[src/pcr_defs.svh]
// Purpose: constants of the power, clock and reset control block
// Assumes: APB register bus, core clock of 200 MHz
// Notes:   offsets are byte addresses inside a 4 KB window
// Function
// RULE1: three power modes, hardware runs every transition
// RULE2: active mode forces no clock gating
// RULE3: sleep gates processor subsystem clock only
// RULE4: sleep wake restores processor clock immediately
// RULE5: deep sleep stops fast clock, 35 us wake
// RULE6: wake unit wakes on enabled interrupts
// RULE7: no mode entry without supply; brownout resets
// RULE8: glitch-free source switch, synchronised inputs
// RULE9: four selectable clock sources
// RULE10: main oscillator 24 MHz, 24-48 in 4 MHz
// RULE11: main oscillator trimmed against crystal
// RULE12: 40 kHz oscillator clocks watchdog, deep sleep
// RULE13: eight 16-bit dividers, two fractional
// RULE14: dividers, prescaler derived from fast clock
// RULE15: watchdog runs in deep sleep, resets on timeout
// RULE16: watchdog reset flagged in reset cause
// RULE17: reset cause survives the reset it records
// RULE18: several reset sources incl. software
// RULE19: reset asserts asynchronously to known state
// RULE20: outside party drives reset pin low
// RULE21: service restarts watchdog count
`ifndef PCR_DEFS_SVH
`define PCR_DEFS_SVH

`define PCR_CLK_NS       5
`define PCR_WAKE_NS      35000
`define PCR_WAKE_CYC     ((`PCR_WAKE_NS + `PCR_CLK_NS - 1) / `PCR_CLK_NS)
`define PCR_RST_HOLD     8'h10

`define A_PWR_CTRL       12'h000
`define A_WAKE_MASK      12'h004
`define A_CLK_CTRL       12'h008
`define A_PRESCALE       12'h00C
`define A_DOG_CTRL       12'h010
`define A_DOG_SERVICE    12'h014
`define A_RESET_CAUSE    12'h018
`define A_SW_RESET       12'h01C
`define A_STATUS         12'h020
`define A_DOG_COUNT      12'h024
`define A_DIV_BASE       12'h040
`define PCR_DIV_MASK     12'hFE0

`define F_DEEP           0
`define F_SRC            0
`define F_CODE           4
`define F_TRIM_EN        8
`define F_DOG_EN         16
`define F_ST_SRC         2
`define F_ST_SWITCH      4
`define F_ST_SUPPLY      5
`define F_ST_TRIM        8
`define F_FRAC           16

`define PCR_DOG_KEY      32'h00005A5A
`define PCR_SW_KEY       32'h0000A5A5
`define PCR_DOG_MATCH    16'hFFFF

`define PCR_SRC_MAIN     2'h0
`define PCR_SRC_LOW      2'h1
`define PCR_SRC_XTAL     2'h2
`define PCR_SRC_EXT      2'h3

`define PCR_MOSC_BASE_HZ 24000000
`define PCR_MOSC_STEP_HZ 4000000
`define PCR_XTAL_HZ      32768
`define PCR_CODE_RST     3'h0
`define PCR_CODE_MAX     3'h6
`define PCR_TRIM_RST     8'h80
`define PCR_TRIM_MAX     8'hFF
`define PCR_NUM_DIV      8
`define PCR_NUM_FRAC     2

`endif

[src/pcr_pkg.sv]
// Purpose: types of the power, clock and reset control block
// Assumes: constants live in pcr_defs.svh
// Notes:   whole block state is one packed struct
package pcr_pkg;

  typedef enum logic [1:0] {st_active, st_sleep, st_deep, st_waking} power_state_e;
  typedef enum logic [1:0] {sw_idle, sw_drop, sw_take} switch_phase_e;

  typedef struct packed {
    logic        psel;
    logic        penable;
    logic        pwrite;
    logic [11:0] paddr;
    logic [31:0] pwdata;
  } apb_req_s;

  typedef struct packed {
    logic [31:0] prdata;
    logic        pready;
    logic        pslverr;
  } apb_rsp_s;

  typedef struct packed {
    logic main_internal_oscillator;
    logic low_freq_internal_osc;
    logic crystal_osc_32k;
    logic ext_clk;
  } osc_ticks_s;

  typedef struct packed {
    power_state_e    pwr;
    logic [15:0]     wake_cnt;
    logic            deep_en;
    logic [7:0]      wake_mask;
    logic [1:0]      src_req;
    logic [1:0]      src_act;
    switch_phase_e   sw;
    logic [2:0]      freq_code;
    logic            trim_en;
    logic [7:0]      trim;
    logic [15:0]     trim_cnt;
    logic [7:0]      prescale;
    logic [7:0]      pre_cnt;
    logic [7:0][15:0] div_int;
    logic [7:0][15:0] div_cnt;
    logic [1:0][4:0] div_frac;
    logic [1:0][4:0] div_acc;
    logic [7:0]      div_xtra;
    logic [7:0]      div_pulse;
    logic            hf_en;
    logic            cpu_en;
    logic            lf_en;
    logic            dog_on;
    logic [15:0]     dog_match;
    logic [15:0]     dog_cnt;
    logic [3:0]      cause;
    logic [7:0]      hold;
    logic [7:0]      irq_m;
    logic [7:0]      irq_s;
    logic            pin_m;
    logic            pin_s;
    logic            bo_m;
    logic            bo_s;
    logic [31:0]     prdata;
    logic            perr;
  } pcr_state_s;

endpackage : pcr_pkg

[src/power_clock_reset_control.sv]
// Purpose: power modes, clock sources, dividers, watchdog and resets
// Assumes: oscillator inputs are one-cycle ticks synchronous to core_clk
// Notes:   clock outputs are enables; cause bits survive internal resets
`timescale 1ns/10ps
`include "pcr_defs.svh"

module power_clock_reset_control #(
  parameter int WAKE_CYCLES = `PCR_WAKE_CYC
) (
  // clock and power-on reset
  input  wire logic                core_clk,
  input  wire logic                rst_n,
  // reset pin, low resets the system
  input  wire logic                external_reset_pin_n,
  // register bus
  input  wire pcr_pkg::apb_req_s   apb_req,
  output pcr_pkg::apb_rsp_s        apb_rsp,
  // supply monitor
  input  wire logic                supply_ok,
  input  wire logic                brownout,
  // oscillator ticks
  input  wire pcr_pkg::osc_ticks_s osc,
  // processor side
  input  wire logic                cpu_sleep_req,
  input  wire logic [7:0]          irq,
  // clock enables
  output logic                     high_freq_clock_en,
  output logic                     processor_clock_en,
  output logic                     low_freq_clock_en,
  output logic [7:0]               periph_clk_en,
  // oscillator control and status
  output logic                     hf_osc_run,
  output logic [2:0]               main_osc_freq_code,
  output logic [7:0]               main_osc_trim,
  output logic [1:0]               power_mode,
  output logic [1:0]               active_src,
  // system reset
  output logic                     sys_rst_n
);
  import pcr_pkg::*;

  pcr_state_s s;
  pcr_state_s next_s;

  function automatic pcr_state_s defaults(input logic [3:0] cause);
    pcr_state_s d;
    d           = '0;
    d.pwr       = st_active;
    d.sw        = sw_idle;
    d.src_req   = `PCR_SRC_MAIN;
    d.src_act   = `PCR_SRC_MAIN;
    d.freq_code = `PCR_CODE_RST;
    d.trim      = `PCR_TRIM_RST;
    d.dog_match = `PCR_DOG_MATCH;
    d.cause     = cause;
    d.hold      = `PCR_RST_HOLD;
    d.pin_m     = 1'b1;
    d.pin_s     = 1'b1;
    return d;
  endfunction : defaults

  function automatic logic tick_of(input logic [1:0] src, input osc_ticks_s t);
    logic r;
    r = 1'b0;
    if (src == `PCR_SRC_MAIN) begin
      r = t.main_internal_oscillator;
    end else if (src == `PCR_SRC_LOW) begin
      r = t.low_freq_internal_osc;
    end else if (src == `PCR_SRC_XTAL) begin
      r = t.crystal_osc_32k;
    end else begin
      r = t.ext_clk;
    end
    return r;
  endfunction : tick_of

  // main oscillator ticks expected per crystal tick
  function automatic logic [15:0] trim_target(input logic [2:0] code);
    int hz;
    hz = `PCR_MOSC_BASE_HZ + int'(code) * `PCR_MOSC_STEP_HZ;
    return 16'(hz / `PCR_XTAL_HZ);
  endfunction : trim_target

  function automatic logic [2:0] sat_code(input logic [2:0] c);
    return (c > `PCR_CODE_MAX) ? `PCR_CODE_MAX : c;
  endfunction : sat_code

  function automatic logic div_end(input logic [15:0] cnt, input logic [15:0] lim,
                                   input logic xtra);
    return {1'b0, cnt} >= ({1'b0, lim} + {16'h0000, xtra});
  endfunction : div_end

  // {hit, data}
  function automatic logic [32:0] read_word(input pcr_state_s st, input logic [11:0] a);
    logic [32:0] r;
    r = {1'b1, 32'h00000000};
    if (a == `A_PWR_CTRL) begin
      r[`F_DEEP] = st.deep_en;
    end else if (a == `A_WAKE_MASK) begin
      r[7:0] = st.wake_mask;
    end else if (a == `A_CLK_CTRL) begin
      r[`F_SRC +: 2]  = st.src_req;
      r[`F_CODE +: 3] = st.freq_code;
      r[`F_TRIM_EN]   = st.trim_en;
    end else if (a == `A_PRESCALE) begin
      r[7:0] = st.prescale;
    end else if (a == `A_DOG_CTRL) begin
      r[15:0]      = st.dog_match;
      r[`F_DOG_EN] = st.dog_on;
    end else if (a == `A_DOG_SERVICE || a == `A_SW_RESET) begin
      r[31:0] = 32'h00000000;
    end else if (a == `A_RESET_CAUSE) begin
      r[3:0] = st.cause;
    end else if (a == `A_STATUS) begin
      r[1:0]             = st.pwr;
      r[`F_ST_SRC +: 2]  = st.src_act;
      r[`F_ST_SWITCH]    = (st.sw != sw_idle);
      r[`F_ST_SUPPLY]    = (st.hold == 8'h00);
      r[`F_ST_TRIM +: 8] = st.trim;
    end else if (a == `A_DOG_COUNT) begin
      r[15:0] = st.dog_cnt;
    end else if ((a & `PCR_DIV_MASK) == `A_DIV_BASE) begin
      r[15:0] = st.div_int[a[4:2]];
      if (a[4:3] == 2'h0) begin
        r[`F_FRAC +: 5] = st.div_frac[a[2]];
      end
    end else begin
      r = 33'h000000000;
    end
    return r;
  endfunction : read_word

  always_comb begin
    logic        src_tick;
    logic        hf;
    logic        pre_hit;
    logic [7:0]  ends;
    logic [15:0] tgt;
    logic        dog_fire;
    logic        sw_rst;
    logic        wake;
    logic [3:0]  ev;
    logic [32:0] rd;
    logic        setup;
    logic        wr;
    logic [11:0] a;
    logic [31:0] wd;
    src_tick = 1'b0;
    hf       = 1'b0;
    pre_hit  = 1'b0;
    ends     = 8'h00;
    tgt      = 16'h0000;
    dog_fire = 1'b0;
    sw_rst   = 1'b0;
    wake     = 1'b0;
    ev       = 4'h0;
    rd       = 33'h000000000;
    a        = apb_req.paddr;
    wd       = apb_req.pwdata;
    setup    = apb_req.psel && !apb_req.penable;
    wr       = apb_req.psel && apb_req.penable && apb_req.pwrite;
    next_s   = s;

    // two-stage synchronisers on the asynchronous inputs
    next_s.irq_m = irq;                                  // [RULE8]
    next_s.irq_s = s.irq_m;
    next_s.pin_m = external_reset_pin_n;
    next_s.pin_s = s.pin_m;
    next_s.bo_m  = brownout;
    next_s.bo_s  = s.bo_m;

    // fast clock runs only outside deep sleep and the wake delay
    src_tick = tick_of(s.src_act, osc);                  // [RULE9]
    hf = (s.pwr == st_active || s.pwr == st_sleep)       // [RULE5]
         && (s.sw == sw_idle) && src_tick;

    // glitch-free switch: finish an old tick, then start on a new one
    case (s.sw)                                          // [RULE8]
      sw_idle: begin
        if (s.src_req != s.src_act) begin
          next_s.sw = sw_drop;
        end
      end
      sw_drop: begin
        if (src_tick) begin
          next_s.sw = sw_take;
        end
      end
      sw_take: begin
        if (tick_of(s.src_req, osc)) begin
          next_s.src_act = s.src_req;
          next_s.sw      = sw_idle;
        end
      end
      default: begin
        next_s.sw = sw_idle;
      end
    endcase

    // processor prescaler on the fast clock
    if (hf) begin                                        // [RULE14]
      if (s.pre_cnt == s.prescale) begin
        next_s.pre_cnt = 8'h00;
        pre_hit        = 1'b1;
      end else begin
        next_s.pre_cnt = s.pre_cnt + 8'h01;
      end
    end

    // integer part of every divider
    next_s.div_pulse = 8'h00;
    for (int i = 0; i < `PCR_NUM_DIV; i++) begin         // [RULE13]
      if (hf) begin
        if (div_end(s.div_cnt[i], s.div_int[i], s.div_xtra[i])) begin
          ends[i]             = 1'b1;
          next_s.div_cnt[i]   = 16'h0000;
          next_s.div_pulse[i] = 1'b1;                    // [RULE14]
          next_s.div_xtra[i]  = 1'b0;
        end else begin
          next_s.div_cnt[i] = s.div_cnt[i] + 16'h0001;
        end
      end
    end

    // fractional part: carry of the accumulator stretches the next period
    for (int j = 0; j < `PCR_NUM_FRAC; j++) begin        // [RULE13]
      if (ends[j]) begin
        {next_s.div_xtra[j], next_s.div_acc[j]} =
          {1'b0, s.div_acc[j]} + {1'b0, s.div_frac[j]};
      end
    end

    // trim loop counts oscillator ticks per crystal tick
    if (s.trim_en) begin                                 // [RULE11]
      if (osc.crystal_osc_32k) begin
        tgt = trim_target(s.freq_code);
        if (s.trim_cnt < tgt && s.trim != `PCR_TRIM_MAX) begin
          next_s.trim = s.trim + 8'h01;
        end else if (s.trim_cnt > tgt && s.trim != 8'h00) begin
          next_s.trim = s.trim - 8'h01;
        end
        next_s.trim_cnt = {15'h0000, osc.main_internal_oscillator};
      end else if (osc.main_internal_oscillator && s.trim_cnt != 16'hFFFF) begin
        next_s.trim_cnt = s.trim_cnt + 16'h0001;
      end
    end else begin
      next_s.trim_cnt = 16'h0000;
    end

    // watchdog counts slow ticks in every power mode
    if (s.dog_on && osc.low_freq_internal_osc) begin     // [RULE12]
      if (s.dog_cnt == s.dog_match) begin
        dog_fire = 1'b1;                                 // [RULE15]
      end else begin
        next_s.dog_cnt = s.dog_cnt + 16'h0001;
      end
    end

    // power mode sequencing
    wake = |(s.irq_s & s.wake_mask);                     // [RULE6]
    case (s.pwr)                                         // [RULE1]
      st_active: begin
        if (cpu_sleep_req && supply_ok && s.hold == 8'h00) begin  // [RULE7]
          next_s.pwr = s.deep_en ? st_deep : st_sleep;
        end
      end
      st_sleep: begin
        if (wake) begin
          next_s.pwr = st_active;                        // [RULE4]
        end
      end
      st_deep: begin
        if (wake) begin
          next_s.pwr      = st_waking;
          next_s.wake_cnt = 16'h0000;
        end
      end
      st_waking: begin
        if (s.wake_cnt == 16'(WAKE_CYCLES - 1)) begin    // [RULE5]
          next_s.pwr = st_active;
        end else begin
          next_s.wake_cnt = s.wake_cnt + 16'h0001;
        end
      end
      default: begin
        next_s.pwr = st_active;
      end
    endcase

    // processor clock stops in any low-power mode and during a source switch
    next_s.cpu_en = pre_hit && (next_s.pwr == st_active);  // [RULE2] [RULE3]
    next_s.hf_en  = hf;
    next_s.lf_en  = osc.low_freq_internal_osc;

    // register bus: read data captured in the setup cycle
    if (setup) begin
      rd            = read_word(s, a);
      next_s.prdata = rd[31:0];
      next_s.perr   = !rd[32];
    end
    if (wr) begin
      if (a == `A_PWR_CTRL) begin
        next_s.deep_en = wd[`F_DEEP];
      end else if (a == `A_WAKE_MASK) begin
        next_s.wake_mask = wd[7:0];
      end else if (a == `A_CLK_CTRL) begin
        next_s.src_req   = wd[`F_SRC +: 2];
        next_s.freq_code = sat_code(wd[`F_CODE +: 3]);   // [RULE10]
        next_s.trim_en   = wd[`F_TRIM_EN];
      end else if (a == `A_PRESCALE) begin
        next_s.prescale = wd[7:0];
      end else if (a == `A_DOG_CTRL) begin
        next_s.dog_match = wd[15:0];
        next_s.dog_on    = wd[`F_DOG_EN];
      end else if (a == `A_DOG_SERVICE) begin
        if (wd == `PCR_DOG_KEY) begin
          next_s.dog_cnt = 16'h0000;                     // [RULE21]
          dog_fire       = 1'b0;
        end
      end else if (a == `A_RESET_CAUSE) begin
        next_s.cause = s.cause & ~wd[3:0];
      end else if (a == `A_SW_RESET) begin
        sw_rst = (wd == `PCR_SW_KEY);                    // [RULE18]
      end else if ((a & `PCR_DIV_MASK) == `A_DIV_BASE) begin
        next_s.div_int[a[4:2]] = wd[15:0];
        if (a[4:3] == 2'h0) begin
          next_s.div_frac[a[2]] = wd[`F_FRAC +: 5];
        end
      end
    end

    // reset sources; a new cause wins over a clear in the same cycle
    ev = {!s.pin_s, s.bo_s, sw_rst, dog_fire};           // [RULE18] [RULE20]
    if (ev != 4'h0) begin
      next_s = defaults(next_s.cause | ev);              // [RULE16] [RULE17] [RULE7]
    end else if (s.hold != 8'h00 && supply_ok) begin
      next_s.hold = s.hold - 8'h01;                      // [RULE7]
    end
  end

  // of the resets, only power-on reset clears the cause record
  always_ff @(posedge core_clk or negedge rst_n) begin
    if (!rst_n) begin
      s <= defaults(4'h0);                               // [RULE19]
    end else begin
      s <= next_s;
    end
  end

  // pin reaches the system reset without waiting for a clock edge
  assign sys_rst_n          = (s.hold == 8'h00) && external_reset_pin_n;  // [RULE19] [RULE20]
  assign apb_rsp.prdata     = s.prdata;
  assign apb_rsp.pready     = 1'b1;
  assign apb_rsp.pslverr    = s.perr && apb_req.psel && apb_req.penable;
  assign high_freq_clock_en = s.hf_en;
  assign processor_clock_en = s.cpu_en;
  assign low_freq_clock_en  = s.lf_en;                   // [RULE12]
  assign periph_clk_en      = s.div_pulse;
  assign hf_osc_run         = (s.pwr == st_active) || (s.pwr == st_sleep);  // [RULE5]
  assign main_osc_freq_code = s.freq_code;               // [RULE10]
  assign main_osc_trim      = s.trim;
  assign power_mode         = s.pwr;
  assign active_src         = s.src_act;

endmodule : power_clock_reset_control

[config.mk]
export PLATFORM = sky130hd
export DESIGN_NAME = power_clock_reset_control
export DESIGN_NICKNAME = d
export VERILOG_FILES = /design/src/pcr_pkg.sv /design/src/power_clock_reset_control.sv
export VERILOG_INCLUDE_DIRS = /design/src
export SDC_FILE = /design/constraint.sdc
export NUM_CORES = 1
export LEC_CHECK = 0
export ABC_CLOCK_PERIOD_IN_PS = 5700
export BUFFER_PORTS_ARGS = -buffer_cell sky130_fd_sc_hd__buf_2
export CAP_MARGIN = 20
export CORE_MARGIN = 1.5
export CORE_UTILIZATION = 30
export CTS_CLUSTER_DIAMETER = 50
export CTS_CLUSTER_SIZE = 16
export DETAILED_ROUTE_END_ITERATION = 16
export GPL_TIMING_DRIVEN = 0
export PLACE_DENSITY = 0.48
export SLEW_MARGIN = 20
export SYNTH_ARGS = -nofsm -noshare
export SYNTH_HDL_FRONTEND = slang
export SYNTH_SLANG_ARGS = --single-unit
export TNS_END_PERCENT = 5
[constraint.sdc]
create_clock -name core_clk -period 5.7 [get_ports core_clk]
set_input_delay 1.14 -clock core_clk [delete_from_list [all_inputs] [get_ports core_clk]]
set_output_delay 1.14 -clock core_clk [all_outputs]
set_load 0.01 [all_outputs]
# == After elaboration in Yosys (flattened, before gate mapping) ==
# Index checks and enable logic that the tools add are counted.
# totals
reg_bits,470
inputBits,65
output_inout_bits,62
word_cells,448
# op_classes
n_bitwise,5
add_sub_neg,27
n_lt_le_gt_ge,15
eq_ne,41
mul,1
n_mux,216
n_reduce_logical,85
# op_table
operator,count
128-bit 2-to-1 mux,10
16-bit 2-to-1 mux,36
409-bit 2-to-1 mux,1
32-bit 2-to-1 mux,9
37-bit 2-to-1 mux,5
16-bit by 1-bit adder with 16-bit output (second input constant),11
21-bit 2-to-1 mux,8
16-bit by 1-bit adder with 17-bit output,8
16-bit by 17-bit greater-or-equal comparator with 1-bit output,8
8-bit 2-to-1 mux,17
128-bit bitwise mux,1
10-bit 2-to-1 mux,12
17-bit 2-to-1 mux,4
1-bit 2-to-1 mux,67
53-bit 2-to-1 mux,1
25-bit 2-to-1 mux,2
16-bit binary-select mux with 3-bit select,1
16-bit demux with 3-bit select,1
12-bit by 5-bit == test with 1-bit output (second input constant),4
2-bit nonzero test,24
33-bit 2-to-1 mux,1
32-bit by 15-bit == test with 1-bit output (second input constant),1
32-bit by 16-bit == test with 1-bit output (second input constant),1
4-bit 2-to-1 mux,8
other kinds (68),149

# == Logic depth before layout (Yosys ltp) ==
# depth
depth_word,38
ltp_mapped,25
ltp_nobuf,24

# == Worst setup path before layout ==
# OpenSTA, ideal clock, no wires.
# synth_path
path_kind,register to register
startpoint,"register s, in the netlist main_osc_freq_code[1]"
endpoint,"register s, in the netlist main_osc_trim[7]"
n_path_buf,1
stages_incl_launch_ff,24
setup_time_ps,64
t_required_ps,5636
t_arrival_ps,4935
period_less_slack_ps,4999
slack_ps,701
cell_sequence,dfrtp_1 -> inv_1 -> fa_1 -> inv_1 -> ha_1 -> o21ai_0 -> nand2b_1 -> a21oi_1 -> xnor2_1 -> a21boi_0 -> xnor2_1 -> ha_1 -> a21o_1 -> a21oi_1 -> and3b_1 -> clkbuf_1 -> inv_1 -> ha_1 -> and3_1 -> a211o_1 -> a21oi_1 -> xnor2_1 -> or3_1 -> nand3_1
# synth_between
elab_chain_len,11
elab_cells_between_ends,15
cone_classes,2 x add/sub; 1 x mul; 2 x order compare; 4 x mux; 1 x bitwise; 5 x reduce/logical
# synth_lines
element,line,source
start: declaration,power_clock_reset_control.sv:42,pcr_state_s s;
start signal: assignment,power_clock_reset_control.sv:344,s <= defaults(4'h0);
start signal: assignment,power_clock_reset_control.sv:346,s <= next_s;
3-bit by 14-bit multiplier with 17-bit output (no source line) (*),-,
25-bit by 25-bit adder with 26-bit output (no source line) (*),-,
15-bit OR reduction (no source line),-,
1-bit bitwise AND (no source line),-,
16-bit by 1-bit adder with 16-bit output (no source line) (*),-,
16-bit < comparator,power_clock_reset_control.sv:237,if (s.trim_cnt < tgt && s.trim != `PCR_TRIM_MAX) begin
1-bit logical AND (no source line),-,
8-bit 2-to-1 mux,power_clock_reset_control.sv:237,
8-bit 2-to-1 mux,power_clock_reset_control.sv:235,if (osc.crystal_osc_32k) begin
8-bit 2-to-1 mux,power_clock_reset_control.sv:234,if (s.trim_en) begin
409-bit 2-to-1 mux,power_clock_reset_control.sv:334,if (ev != 4'h0) begin
# Every way passes the cells marked *; elsewhere a longest branch is shown, timed or not. The select of a mux whose other input is x is not followed.
# A chain may end at the register's enable or synchronous reset.

# == Worst setup path after layout ==
# Same ends and word-level chain as after synthesis.

==> results.toml <==
[floorplanning]
die_y_um = 311
ios = 127
die_width_um = 311
die_area_sq_um = 96600
rows = 112
start_util = 0.304
fp.coreArea_sq_um = 93600

[place]
hpwl_um = 82600
io_buffers = 112
gp_congestion = 0.928

[layout]
drive_above_1_share = 0.136
mostFrequentLayoutCells = "nand2_1, dfrtp_1, a21oi_1, nor2_1, ha_1"
final_common_cell = "nand2_1"
nNetsFinal = 3748
fin_util = 0.357
synthToLayoutAreaGrowth_pct = 17.6

[global_route]
grt_max_degree = 91
grt-ovfl-total = 0
antenna_found_initial = 8
grt_pass1_wl_um = 166000
grt_pass1_vias = 24500
grt_use_total = 0.226

[cts]
clock_sinks = 453
cts_root_buffer = "clkbuf_16"
cts_tree = "done"
max-clock-path-buffers = 3
numCtsBuffers = 74
htreeDepth = 3
cts.clk_slew.worst_paths_ps = 60
clock_latency_ps = 640

[drt]
drc = 0
wl_um = 111000
firstDrtPassIters = 6
vias = 26000
drtAntennaViolNets = 0
first_iter_violations = 2516
wire_per_inst_um = 23.1
drt-vias-per-instance = 5.40

[sta]
worst_pin_slew_ps = 1180
rsz0062_at_grt = "false"
whs_ps = 418
fin_skew_ps = 38.3
max_freq_mhz = 188
setup_viol = 0
period_needed_ps = 5320
min_period_over_period = 0.933
maxSlewViolCount = 0
slew_headroom = 0.214
final_hold_viol_count = 0

[pwr]
peakVddDrop_mv = 0.217
p_leak_nw = 14.5
power.density_nw_per_um2 = 359

[critical_path]
cp_max_fo = 7
cp_data_required_time_ps = 6250
arrival_ps = 5870
reg2regPathDepth = 24
r2r-start = "main_osc_freq_code[1]"
critPathBufInv = 3
crit_slowest_cell = "fa_1"
cp-end-kind = "flop"
cp_slowest_stage_delay_ps = 600
path_depth = 24
cp_top_family = "adder cells"
r2r-end = "main_osc_trim[7]"
r2r_setup_slack_ps = 380
start_kind = "flop"
startpoint = "main_osc_freq_code[1]"
crit_chain = "inv_1, fa_1, inv_1, ha_1, o21ai_0, nand2b_1, a21oi_1, xnor2_1, a21boi_1, xnor2_1, ha_1, nand3_1, nor3_4, o221ai_2, and3b_2, inv_2, ha_1, a21oi_1, nand2_1, a211o_1, a21oi_1, xnor2_1, or3_1, nand3_1"
critPathKind = "flop to flop"
worstSetupEndpoint = "main_osc_trim[7]"

[synth]
ys_warn_count = 0
avgSynthCellArea_sq_um = 8.66
synth_top_cell_by_area = "dfrtp_1"
yosys.cell_types.count = 85
netlist_area_sq_um = 28400
synth_seq_cells = 453
ys_seq_area_frac = 0.400
synth_cells = 3285
synthArstFlopShare = 1.00
synth_top_area_frac = 0.381
synth_flop_cell = "dfrtp_1"
synthTopCellsByArea = "dfrtp_1, ha_1, nand2_1, a21oi_1, nand3_1"
synth-edff-count = 0

[outcome]
status = "finished clean"

[min_path]
min_path_type = "input pin to asynchronous set/reset pin"

[flow_run]
cap_violations = 0
## worst min-delay path by stage
stage / cells after the start / end
floorplan: 1 / s[64]
global placement: 1 / s[64]
detailed placement: 1 / s[64]
CTS: 1 / s[180]
global route: 1 / periph_clk_en[7]
finish: 1 / periph_clk_en[7]
## flip-flops by register name, summed over array words and instances (netlist names)
name / flops
periph_clk_en: 8
apb_rsp: 21
processor_clock_en: 1
active_src: 2
power_mode: 2
main_osc_trim: 8
main_osc_freq_code: 3
high_freq_clock_en: 1
s: 406
low_freq_clock_en: 1
## final cells by class
class	count	area (sq um)
Antenna cell	1	2.50
Buffer	229	1160
Clock buffer	84	1950
Clock inverter	49	583
Fill cell	9786	60200
Inverter	168	634
Multi-Input combinational cell	2444	15400
Sequential cell	453	11400
Tap cell	1254	1570
Timing Repair Buffer	127	805
## stage by stage
step / total power, mW / cells / cell area (sq um) / setup slack [ps] / setup TNS (ps)
finish: 12.0 / 4809 / 33400 / 382 / 0
global route: 12.5 / 4808 / 33400 / 7.67 / 0
CTS: 12.1 / 4801 / 33400 / 26.6 / 0
detailed placement: 7.32 / 4669 / 30800 / -414 / -1090
global placement: 7.31 / 4661 / 30600 / -6790 / -2952230
floorplan: 5.50 / 3295 / 28500 / 701 / 0
## report_power, final
part / switching, mW / leakage, nW / internal, mW / total (mW)
combinational: 2.73 / 7.06 / 0.930 / 3.66
sequential: 0.193 / 6.18 / 3.44 / 3.63
clock: 1.83 / 1.25 / 2.87 / 4.71
total: 4.76 / 14.5 / 7.25 / 12.0
## repair_timing
action,4_1_cts,5_1_grt
resized for setup,4,7
setup buffers,0,7
setup endpoints to repair,3,3
hold buffers,0,0
## cells in the mapped netlist (48+ instances only)
master / number
inv_1: 167
nor4_1: 59
nor3_1: 52
o21ai_0: 169
nand4_1: 63
nand2_1: 525
and3_1: 86
xnor2_1: 48
buf_4: 58
a21oi_1: 296
nor2_1: 220
dfrtp_1: 433
xor2_1: 69
nand3_1: 179
buf_2: 50
clkbuf_1: 111
ha_1: 181
## cells by family (layout without fill, tap and decap cells)
group,Yosys count,count (layout),synth area share
AND/OR/NAND/NOR,1360,1360,0.229
AO/OA/AOI/OAI,691,691,0.145
buffers and inverters,398,657,0.0630
multiplexers,77,77,0.0432
flip-flops,453,453,0.400
XOR/XNOR,117,117,0.0360
adder cells (fa/ha/maj),187,187,0.0835
other,2,13,0.000264
## worst register-to-register path: cells and delay by family, from the launching register on
family                     cells  cell delay (ps)
AOI/OAI and AO/OA              7             1290
xor gates and xnor gates       3              400
adders and majority gates      4             1500
buffers and inverters          3              400
DFF                            1              450
and+or+nand+nor                7             1210
## routing by layer
layer | up-vias | routed length (um) | global-route usage
li1 | 12100 | - | -
met5 | - | 13 | 0
met3 | 197 | 7570 | 0.0355
met2 | 963 | 46900 | 0.332
met4 | 2 | 4110 | 0.0825
met1 | 12800 | 52300 | 0.333
Note: power is estimated with default switching activity, not from simulation.
